### config.mk
export PLATFORM = sky130hd
export DESIGN_NAME = gcsr_regs
export DESIGN_NICKNAME = d
export VERILOG_FILES = /design/src/gcsr_pkg.sv /design/src/gcsr_idle_counter.sv /design/src/gcsr_regs.sv
export SDC_FILE = /design/constraint.sdc
export NUM_CORES = 1
export LEC_CHECK = 0
export BUFFER_PORTS_ARGS = -buffer_cell sky130_fd_sc_hd__buf_2
export CORE_ASPECT_RATIO = 0.9
export CORE_MARGIN = 2
export CORE_UTILIZATION = 55
export DETAILED_ROUTE_END_ITERATION = 10
export HOLD_SLACK_MARGIN = 0.05
export PLACE_DENSITY = 0.83
export SLEW_MARGIN = 20
export SYNTH_ARGS = -nofsm -noshare
export SYNTH_HDL_FRONTEND = slang
export SYNTH_SLANG_ARGS = --single-unit
### constraint.sdc
create_clock -name clk -period 2.1 [get_ports clk]
set_input_delay 0.21 -clock clk [delete_from_list [all_inputs] [get_ports clk]]
set_output_delay 0.21 -clock clk [all_outputs]
set_load 0.02 [all_outputs]
### src/gcsr_pkg.sv
// package with offsets, field positions and reset values for the gigabit regs
package gcsr_pkg;
  localparam logic [4:0]  ADDR_CONTROL    = 5'h09;
  localparam logic [4:0]  ADDR_STATUS     = 5'h0a;
  localparam int          TEST_MSB        = 15;
  localparam int          TEST_LSB        = 13;
  localparam int          MANUAL_BIT      = 12;
  localparam int          VALUE_BIT       = 11;
  localparam int          PORT_BIT        = 10;
  localparam int          ADV_FD_BIT      = 9;
  localparam int          ADV_HD_BIT      = 8;
  localparam int          FAULT_BIT       = 15;
  localparam int          RESOLVED_BIT    = 14;
  localparam int          LOCAL_OK_BIT    = 13;
  localparam int          REMOTE_OK_BIT   = 12;
  localparam int          LP_FD_BIT       = 11;
  localparam int          LP_HD_BIT       = 10;
  localparam logic [2:0]  TEST_RESET      = 3'h0;
  localparam logic [7:0]  IDLE_CNT_RESET  = 8'h00;
  localparam logic [7:0]  IDLE_CNT_MAX    = 8'hff;
  localparam logic [15:0] CONTROL_WMASK   = 16'hff00;
  // edges after release while the strap is reloaded: two sync flops + one
  localparam logic [1:0]  STRAP_WAIT      = 2'h3;

  typedef enum logic [2:0] {
    GCSR_TEST_NORMAL, GCSR_TEST_WAVEFORM, GCSR_TEST_MASTER_JITTER,
    GCSR_TEST_SLAVE_JITTER, GCSR_TEST_DISTORTION
  } gcsr_test_t;

  // management access request as seen by the register bank
  typedef struct packed {
    logic        rd;
    logic        wr;
    logic [4:0]  addr;
    logic [15:0] wdata;
  } gcsr_req_t;

  // gigabit abilities carried to the autonegotiation engine
  typedef struct packed {
    logic manual_en;
    logic manual_master;
    logic prefer_multiport;
    logic adv_full;
    logic adv_half;
  } gcsr_ability_t;
endpackage

### src/gcsr_idle_counter.sv
// saturating idle error counter, cleared by a status read
`timescale 1ns/1ps
module gcsr_idle_counter #(
  parameter int WIDTH = 8
) (
  // clock and reset
  input  wire logic             clk,
  input  wire logic             rst_n,
  // events
  input  wire logic             count_en,
  input  wire logic             clear,
  // count
  output logic      [WIDTH-1:0] count
);
  localparam logic [WIDTH-1:0] MAXV = '1;

  logic [WIDTH-1:0] base;

  // a clear in the same cycle as an error leaves a count of one
  always_comb begin
    base = clear ? '0 : count;
  end

  always_ff @(posedge clk or negedge rst_n) begin
    if (!rst_n) begin
      count <= '0;
    end else if (count_en && base != MAXV) begin
      count <= base + WIDTH'(1);
    end else begin
      count <= base;
    end
  end

  counter_sat_a: assert property (@(posedge clk) disable iff (!rst_n)
    (count == MAXV && !clear) |=> count == MAXV)
    else $error("idle counter wrapped");
endmodule

### src/gcsr_regs.sv
// gigabit control and status registers on the management interface
//
// Notes on behaviour
// - test selector picks test mode, resets normal
// - manual enable picks configured role, else automatic
// - value bit sets master/slave only when manual
// - port type prefers multiport when set
// - advertise bits reset from speed strap
// - bits 12:8 extend advertised ability field
// - fault latches until read, reset, autoneg events
// - resolution bit shows master, invalid during fault
// - local receiver ok status, resets zero
// - remote receiver ok status, resets zero
// - partner gigabit full/half ability read-only bits
// - count idle errors while both receivers ok
// - idle error count saturates at 255
// - count cleared by reset or status read
`timescale 1ns/1ps
module gcsr_regs (
  // clock and reset
  input  wire logic                   clk,
  input  wire logic                   rst_n,
  // speed strap pin
  input  wire logic                   speed_strap,
  // management access
  input  wire gcsr_pkg::gcsr_req_t    req,
  output logic                        rd_valid,
  output logic [15:0]                 rd_data,
  // status from the physical layer
  input  wire logic                   ms_fault_evt,
  input  wire logic                   resolved_master,
  input  wire logic                   local_rx_ok,
  input  wire logic                   remote_rx_ok,
  input  wire logic                   lp_full,
  input  wire logic                   lp_half,
  input  wire logic                   idle_err_evt,
  input  wire logic                   an_complete,
  input  wire logic                   an_enable_evt,
  // control to the physical layer
  output logic [2:0]                  test_mode,
  output gcsr_pkg::gcsr_ability_t     ability,
  output logic                        manual_role,
  output logic                        role_master
);
  // ----------------------------------------------------------------
  // input synchronisers
  // ----------------------------------------------------------------
  logic [7:0] sync1;
  logic [7:0] sync2;
  logic       strap_s;
  logic       fault_s;
  logic       resolved_s;
  logic       local_s;
  logic       remote_s;
  logic       lpf_s;
  logic       lph_s;
  logic       idle_s;

  // pins come from the line side, so two flops before any use
  always_ff @(posedge clk or negedge rst_n) begin
    if (!rst_n) begin
      sync1 <= 8'h00;
      sync2 <= 8'h00;
    end else begin
      sync1 <= {speed_strap, ms_fault_evt, resolved_master, local_rx_ok,
                remote_rx_ok, lp_full, lp_half, idle_err_evt};
      sync2 <= sync1;
    end
  end

  always_comb begin
    {strap_s, fault_s, resolved_s, local_s, remote_s, lpf_s, lph_s,
     idle_s} = sync2;
  end

  // ----------------------------------------------------------------
  // control register
  // ----------------------------------------------------------------
  logic [15:0] control;
  logic [1:0]  strap_wait;
  logic        wr_ctl;
  logic        rd_sts;

  always_comb begin
    wr_ctl = req.wr && req.addr == gcsr_pkg::ADDR_CONTROL;
    rd_sts = req.rd && req.addr == gcsr_pkg::ADDR_STATUS;
  end

  // the sync flops sit in reset too, so the strap is reloaded until it has
  // crossed both; a host write ends the window so it is not overwritten
  always_ff @(posedge clk or negedge rst_n) begin
    if (!rst_n) begin
      strap_wait <= 2'h0;
    end else if (wr_ctl) begin
      strap_wait <= gcsr_pkg::STRAP_WAIT;
    end else if (strap_wait != gcsr_pkg::STRAP_WAIT) begin
      strap_wait <= strap_wait + 2'h1;
    end
  end

  always_ff @(posedge clk or negedge rst_n) begin
    if (!rst_n) begin
      control <= {gcsr_pkg::TEST_RESET, 13'h0000};
    end else if (wr_ctl) begin
      control <= req.wdata & gcsr_pkg::CONTROL_WMASK;
    end else if (strap_wait != gcsr_pkg::STRAP_WAIT) begin
      control[gcsr_pkg::ADV_FD_BIT] <= strap_s;
      control[gcsr_pkg::ADV_HD_BIT] <= strap_s;
    end
  end

  // outputs registered from the control bits
  always_ff @(posedge clk or negedge rst_n) begin
    if (!rst_n) begin
      test_mode   <= gcsr_pkg::TEST_RESET;
      ability     <= '0;
      manual_role <= 1'b0;
      role_master <= 1'b0;
    end else begin
      test_mode   <= control[gcsr_pkg::TEST_MSB:gcsr_pkg::TEST_LSB];
      ability     <= control[gcsr_pkg::MANUAL_BIT:gcsr_pkg::ADV_HD_BIT];
      manual_role <= control[gcsr_pkg::MANUAL_BIT];
      // value bit only matters in manual mode
      role_master <= control[gcsr_pkg::MANUAL_BIT] ?
                     control[gcsr_pkg::VALUE_BIT] :
                     control[gcsr_pkg::PORT_BIT];
    end
  end

  // ----------------------------------------------------------------
  // status register
  // ----------------------------------------------------------------
  logic       fault;
  logic       resolved;
  logic       local_ok;
  logic       remote_ok;
  logic       lp_fd;
  logic       lp_hd;
  logic [7:0] idle_cnt;

  // set beats the clear so a fault in the read cycle is kept
  always_ff @(posedge clk or negedge rst_n) begin
    if (!rst_n) begin
      fault <= 1'b0;
    end else if (fault_s) begin
      fault <= 1'b1;
    end else if (rd_sts || an_complete || an_enable_evt) begin
      fault <= 1'b0;
    end
  end

  always_ff @(posedge clk or negedge rst_n) begin
    if (!rst_n) begin
      resolved  <= 1'b0;
      local_ok  <= 1'b0;
      remote_ok <= 1'b0;
      lp_fd     <= 1'b0;
      lp_hd     <= 1'b0;
    end else begin
      resolved  <= resolved_s;
      local_ok  <= local_s;
      remote_ok <= remote_s;
      lp_fd     <= lpf_s;
      lp_hd     <= lph_s;
    end
  end

  gcsr_idle_counter #(
    .WIDTH (8)
  ) u_idle (
    .clk      (clk),
    .rst_n    (rst_n),
    .count_en (idle_s && local_ok && remote_ok),
    .clear    (rd_sts),
    .count    (idle_cnt)
  );

  // ----------------------------------------------------------------
  // read port
  // ----------------------------------------------------------------
  logic [15:0] status_word;

  always_comb begin
    status_word = {fault, resolved, local_ok, remote_ok, lp_fd, lp_hd,
                   2'b00, idle_cnt};
  end

  // data is the pre-clear snapshot, taken in the read cycle
  always_ff @(posedge clk or negedge rst_n) begin
    if (!rst_n) begin
      rd_valid <= 1'b0;
      rd_data  <= 16'h0000;
    end else begin
      rd_valid <= req.rd;
      if (req.rd && req.addr == gcsr_pkg::ADDR_CONTROL) begin
        rd_data <= control;
      end else if (rd_sts) begin
        rd_data <= status_word;
      end else begin
        rd_data <= 16'h0000;
      end
    end
  end

  // ----------------------------------------------------------------
  // checks
  // ----------------------------------------------------------------
  fault_latch_a: assert property (@(posedge clk) disable iff (!rst_n)
    fault_s |=> fault)
    else $error("fault not latched");

  fault_hold_a: assert property (@(posedge clk) disable iff (!rst_n)
    (fault && !fault_s && !rd_sts && !an_complete && !an_enable_evt)
    |=> fault)
    else $error("fault dropped early");

  read_clear_a: assert property (@(posedge clk) disable iff (!rst_n)
    (rd_sts && !idle_s) |=> idle_cnt == 8'h00)
    else $error("count not cleared by read");

  read_snap_a: assert property (@(posedge clk) disable iff (!rst_n)
    rd_sts |=> rd_data[7:0] == $past(idle_cnt)
               && rd_data[15] == $past(fault))
    else $error("read not pre-clear value");

  reserved_zero_a: assert property (@(posedge clk) disable iff (!rst_n)
    rd_valid |-> rd_data[9:8] == 2'b00 || $past(req.addr) !=
                 gcsr_pkg::ADDR_STATUS)
    else $error("reserved status bits set");

  ctl_low_zero_a: assert property (@(posedge clk) disable iff (!rst_n)
    control[7:0] == 8'h00)
    else $error("reserved control bits set");

  count_gate_a: assert property (@(posedge clk) disable iff (!rst_n)
    (!(local_ok && remote_ok) && !rd_sts) |=> $stable(idle_cnt))
    else $error("count moved while link bad");

  role_sel_a: assert property (@(posedge clk) disable iff (!rst_n)
    ##1 control[gcsr_pkg::MANUAL_BIT] |=>
    role_master == $past(control[gcsr_pkg::VALUE_BIT]))
    else $error("manual role not applied");

  rx_status_a: assert property (@(posedge clk) disable iff (!rst_n)
    local_s |=> local_ok)
    else $error("local status not tracked");
endmodule

Word level (Yosys, flattened, before mapping)

Cells that the tools add are included.

Multiplexer cells: 11
Add/sub/neg operators: 2
Reduce and logical (&&, ||, !) cells: 10
Eq/ne operators: 4

Operator list:

| kind                                                            | number |
|---|---|
| 16-bit 2-to-1 mux                                               | 2 |
| 8-bit 2-to-1 mux                                                | 2 |
| 5-bit by 4-bit == test with 1-bit output, second input constant | 2 |
| 8-bit by 1-bit adder with 8-bit output, second input constant   | 1 |
| 2-bit 2-to-1 mux                                                | 4 |
| 8-bit inequality test, second input constant                    | 1 |
| 1-bit logical AND                                               | 6 |
| 2-bit nonzero test                                              | 2 |
| 1-bit 2-to-1 mux                                                | 3 |
| 2-bit by 1-bit adder with 2-bit output, second input constant   | 1 |
| 1-bit logical OR                                                | 2 |
| 2-bit inequality test, second input constant                    | 1 |

Word-level logic and storage cells: 48
Output and inout bits: 27
Bits in registers: 66

Logic depth before layout (Yosys ltp)

Depth after elaboration: 6
Depth in mapped cells: 4

By module

Synthesis repeated with hierarchy kept, for this count alone.

Cell total of the unflattened synthesis: 146
Area, all modules: 2259.7 um^2

By module, submodules not included:

| module            | area each (um^2) | sequential area each (um^2) | cells an instance | instances |
|---|---|---|---|---|
| gcsr_regs         | 1850.5           | 1451.4                      | 105               | 1 |
| gcsr_idle_counter | 409.1            | 200.2                       | 41                | 1 |

Worst setup path after synthesis

No wires, ideal clock.

Kind: reg2reg
Start point: reg u_idle.count[0]
End point: reg u_idle.count[6]
Path buffers: 1
Path slack: 0.884 ns
Data arrival time: 1.121 ns
Cell stages (with the launch flop): 5
Clock period less this slack: 1.216 ns
Path through: dfrtp_1 -> and4_1 -> clkbuf_2 -> and3_1 -> a311oi_2

Cells in the longest elaborated chain, start to end: 4
Elaborated cells between the ends (all ways): 5
Classes of those cells: add/sub: 1; eq/ne: 1; mux: 2; reduce/logical: 1

Ends and longest elaborated chain:

| item                                                                           | line                    | text |
|---|---|---|
| start: declaration                                                             | gcsr_idle_counter.sv:13 | `output logic [WIDTH-1:0] count` |
| start signal: assignment                                                       | gcsr_idle_counter.sv:28 | `count <= base + WIDTH'(1);` |
| start signal: assignment                                                       | gcsr_idle_counter.sv:30 | `count <= base;` |
| 8-bit 2-to-1 mux (*)                                                           | gcsr_idle_counter.sv:21 | `base = clear ? '0 : count;` |
| branches (longest 2 deep; another with 8-bit by 1-bit adder with 8-bit output) | -                       |  |
| 8-bit 2-to-1 mux (*)                                                           | gcsr_idle_counter.sv:27 | `end else if (count_en && base != MAXV) begin` |

Mark *: on every way between the ends.
A chain may end at the register's enable or synchronous reset.

Worst setup path in the final report

Start point: in req[22] (netlist bit)
End point: reg rd_data[8]

Cells in the longest elaborated chain, start to end: 2

Ends and longest elaborated chain:

| item                   | line             | text |
|---|---|---|
| start: declaration     | gcsr_regs.sv:26  | `input wire gcsr_pkg::gcsr_req_t req,` |
| 1-bit logical AND      | gcsr_regs.sv:195 | `if (req.rd && req.addr == gcsr_pkg::ADDR_CONTROL) begin` |
| 16-bit 2-to-1 mux      | gcsr_regs.sv:195 |  |
| end signal: assignment | gcsr_regs.sv:196 | `rd_data <= control;` |
| end signal: assignment | gcsr_regs.sv:198 | `rd_data <= status_word;` |
| end: declaration       | gcsr_regs.sv:28  | `output logic [15:0] rd_data,` |

No other way between the ends.

==> qor.yml <==
dr.first_iter.drc_count: 70
finalCritPeriodShare_pct: 75.56
power_leakage_nw: 1.448
diodes: 0
muxShareOfSynthArea_pct: 5.769
cts_resized: 0
drt_pass1_iterations: 4
synth-seq-area-share_pct: 72.53
synth_edf_count: 0
pin_count: 62
grt_max_degree: 40
track_usage_pct: 20.07
port_buffers: 53
synth_simple_gate_area_share_pct: 11.54
synth-adder-area-share_pct: 0.5495
synth_compound_area_share_pct: 7.473
overflow: 0
crit_path_max_fanout: 8
ys_warn_count: 0
routedWlPerCell_microns: 14.68
syn_area_sq_mm: 0.002277
slew_violations: 0
syn-num-nets: 188
synth_commonest_cells: "dfrtp_1 (66), and2_1 (10), mux2_2 (9), nand2_1 (8), a22o_1 (6)"
synth.top_cell.area_share_pct: 72.53
wirelength_mm: 4.007
initial_core_util_pct: 56.66
yosysUniqueCellTypes: 31
die_w_microns: 71.83
postRouteAntennaNets: 0
timing.final.ws_setup_ns: 0.5133
fin_setup_tns_ns: 0
status: "complete, no violations"
die_y_microns: 65.05
area_delta_synth_final_pct: 27.25
grt_pass1_wl_mm: 6.686
drc_errors: 0
period_minus_slack_ns: 1.587
cp-start-kind: "primary input"
ys.flop_type: "dfrtp_1"
via_per_inst: 5.308
cts_tree: "yes"
ys_seq_elements: 66
grt_pass1_vias: 1508
path_class: "primary input to flip-flop"
setup_violations: 0
async_reset_ff_share_pct: 100.0
vdd_ir_drop_max_uv: 684.3
cts_root_buffer: "clkbuf_8"
numCtsBuffers: 9
worst_pin_slew_ns: 0.6373
min-delay-path-class: "primary input to flip-flop"
preCtsSetupSlack_ns: 0.5489
clkLatencyLatePin_ns: 0.33
cts_sinks: 66
maxCapViolCount: 0
final_core_util_pct: 72.10
drive_gt1_share_pct: 36.44
vias: 1449
maxSlewHeadroom_pct: 57.33
finalPower_mw: 3.015
power.density_mw_per_mm2: 1041
cp.arrival_ns: 1.85
nNetsFinal: 257
synth.most_common_cell: "dfrtp_1"
antenna_found_initial: 0
num_rows: 22
synth_top_family_by_area: "simple AND/OR/NAND/NOR gates"
ctsHtreeMaxLevel: 3
syn_inst: 152
synth_top_cells_by_area: "dfrtp_1 (73%), mux2_2 (4.5%), and2_1 (2.7%), a22o_1 (2.3%), mux2i_1 (1.3%)"
core_sq_mm: 0.004019
yosysTopAreaCell: "dfrtp_1"
dp_hpwl_mm: 2.546
fmax_mhz: 630.2
die_area_sq_mm: 0.004672
synth_xor_area_share_pct: 0.3846
cp-end-kind: "flip-flop"
crit_required_ns: 2.36
clock_skew_ns: 0.003776
avgSynthCellArea_sq_um: 14.98
clk_path_buf_depth: 2
hold-worst-slack_ns: 0.1108
cts.clk_slew.worst_paths_ns: 0.06
rsz0062_at_grt: "no"
hold_violations: 0
place.gp.congestion: 0.8228
[final cells by class]
type	instances	area, sq um
sequential	66	1652
fill	260	1121
multi-input combinational	78	585.6
timing repair buffer	65	392.9
clock buffer	13	168.9
tap	48	60.06
clock inverter	2	35.03
inverter	1	3.754
[path summary, 6_finish.rpt]
path / from / end / slack, ns / cells past startpoint
max: req[22] / rd_data[8]$_DFF_PN0_ / 0.51 / 5
min: req[9] / control[9]$_DFFE_PN0P_ / 0.11 / 2
max reg2reg: u_idle.count[0]$_DFF_PN0_ / u_idle.count[6]$_DFF_PN0_ / 0.80 / 3
min reg2reg: sync2[5]$_DFF_PN0_ / resolved$_DFF_PN0_ / 0.35 / 0
max in group asynchronous: rst_n / sync2[2]$_DFF_PN0_ / 1.04 / 3
min in group asynchronous: rst_n / rd_data[10]$_DFF_PN0_ / 0.44 / 2
[kinds of logic (layout without fill, tap and decap cells)]
logic type / after synthesis / after routing
adders and majority gates: 1 / 1
xor gates and xnor gates: 1 / 1
muxes: 12 / 12
and+or+nand+nor: 41 / 41
AOI/OAI and AO/OA: 23 / 23
buffers and inverters: 8 / 81
DFF: 66 / 66
[flip-flops by register name, summed over array words and instances, names as in the netlist, 2 cells and up]
name	cells
control	8
u_idle.count	8
ability	4
rd_data	16
strap_wait	2
sync1	8
sync2	8
test_mode	3
[power by group]
part	total [mW]	internal (mW)	switching, mW
registers	1.58	1.43	0.151
clock network	1.06	0.637	0.422
logic	0.374	0.175	0.200
[layout by cell type, fill, tap and decap left out, types with 2 or more instances in the layout]
cell	count
a31oi_1	2
a21oi_1	5
a211oi_1	3
nand4_1	2
clkbuf_8	12
a41oi_1	2
and2_1	10
dlygate4sd3_1	10
mux2i_1	3
o21bai_1	2
and3_1	2
and4_1	3
dfrtp_1	66
o21ai_0	2
nand2b_1	2
nor3_1	3
mux2_2	9
nand2_1	8
a22o_1	6
buf_2	53
nor2_1	3
nand3_1	4
[worst max-delay path, cell delays in order]
cell	delay, ns
dlygate4sd3_1	0.51
buf_2	0.13
nand4bb_4	0.15
nor3b_2	0.58
and2_1	0.25
[routing by layer]
metal,global-route usage (%),vias up,routed length (microns)
met5,0,-,0
met4,13.21,0,143
met3,6.998,17,245
met2,33.68,55,2013
met1,21.34,703,1605
li1,-,674,-
[stage by stage]
step                instance area, sq um  instances
floorplan                           2277        152
CTS                                 2898        273
finish                              2898        273
global placement                    2594        248
detailed placement                  2594        248
global route                        2898        273
[repair_timing]
action,4_1_cts,5_1_grt
hold buffers,10,0
setup buffers,0,0
hold endpoints to repair,36,0
No activity file was read; power rests on OpenSTA's default activity.
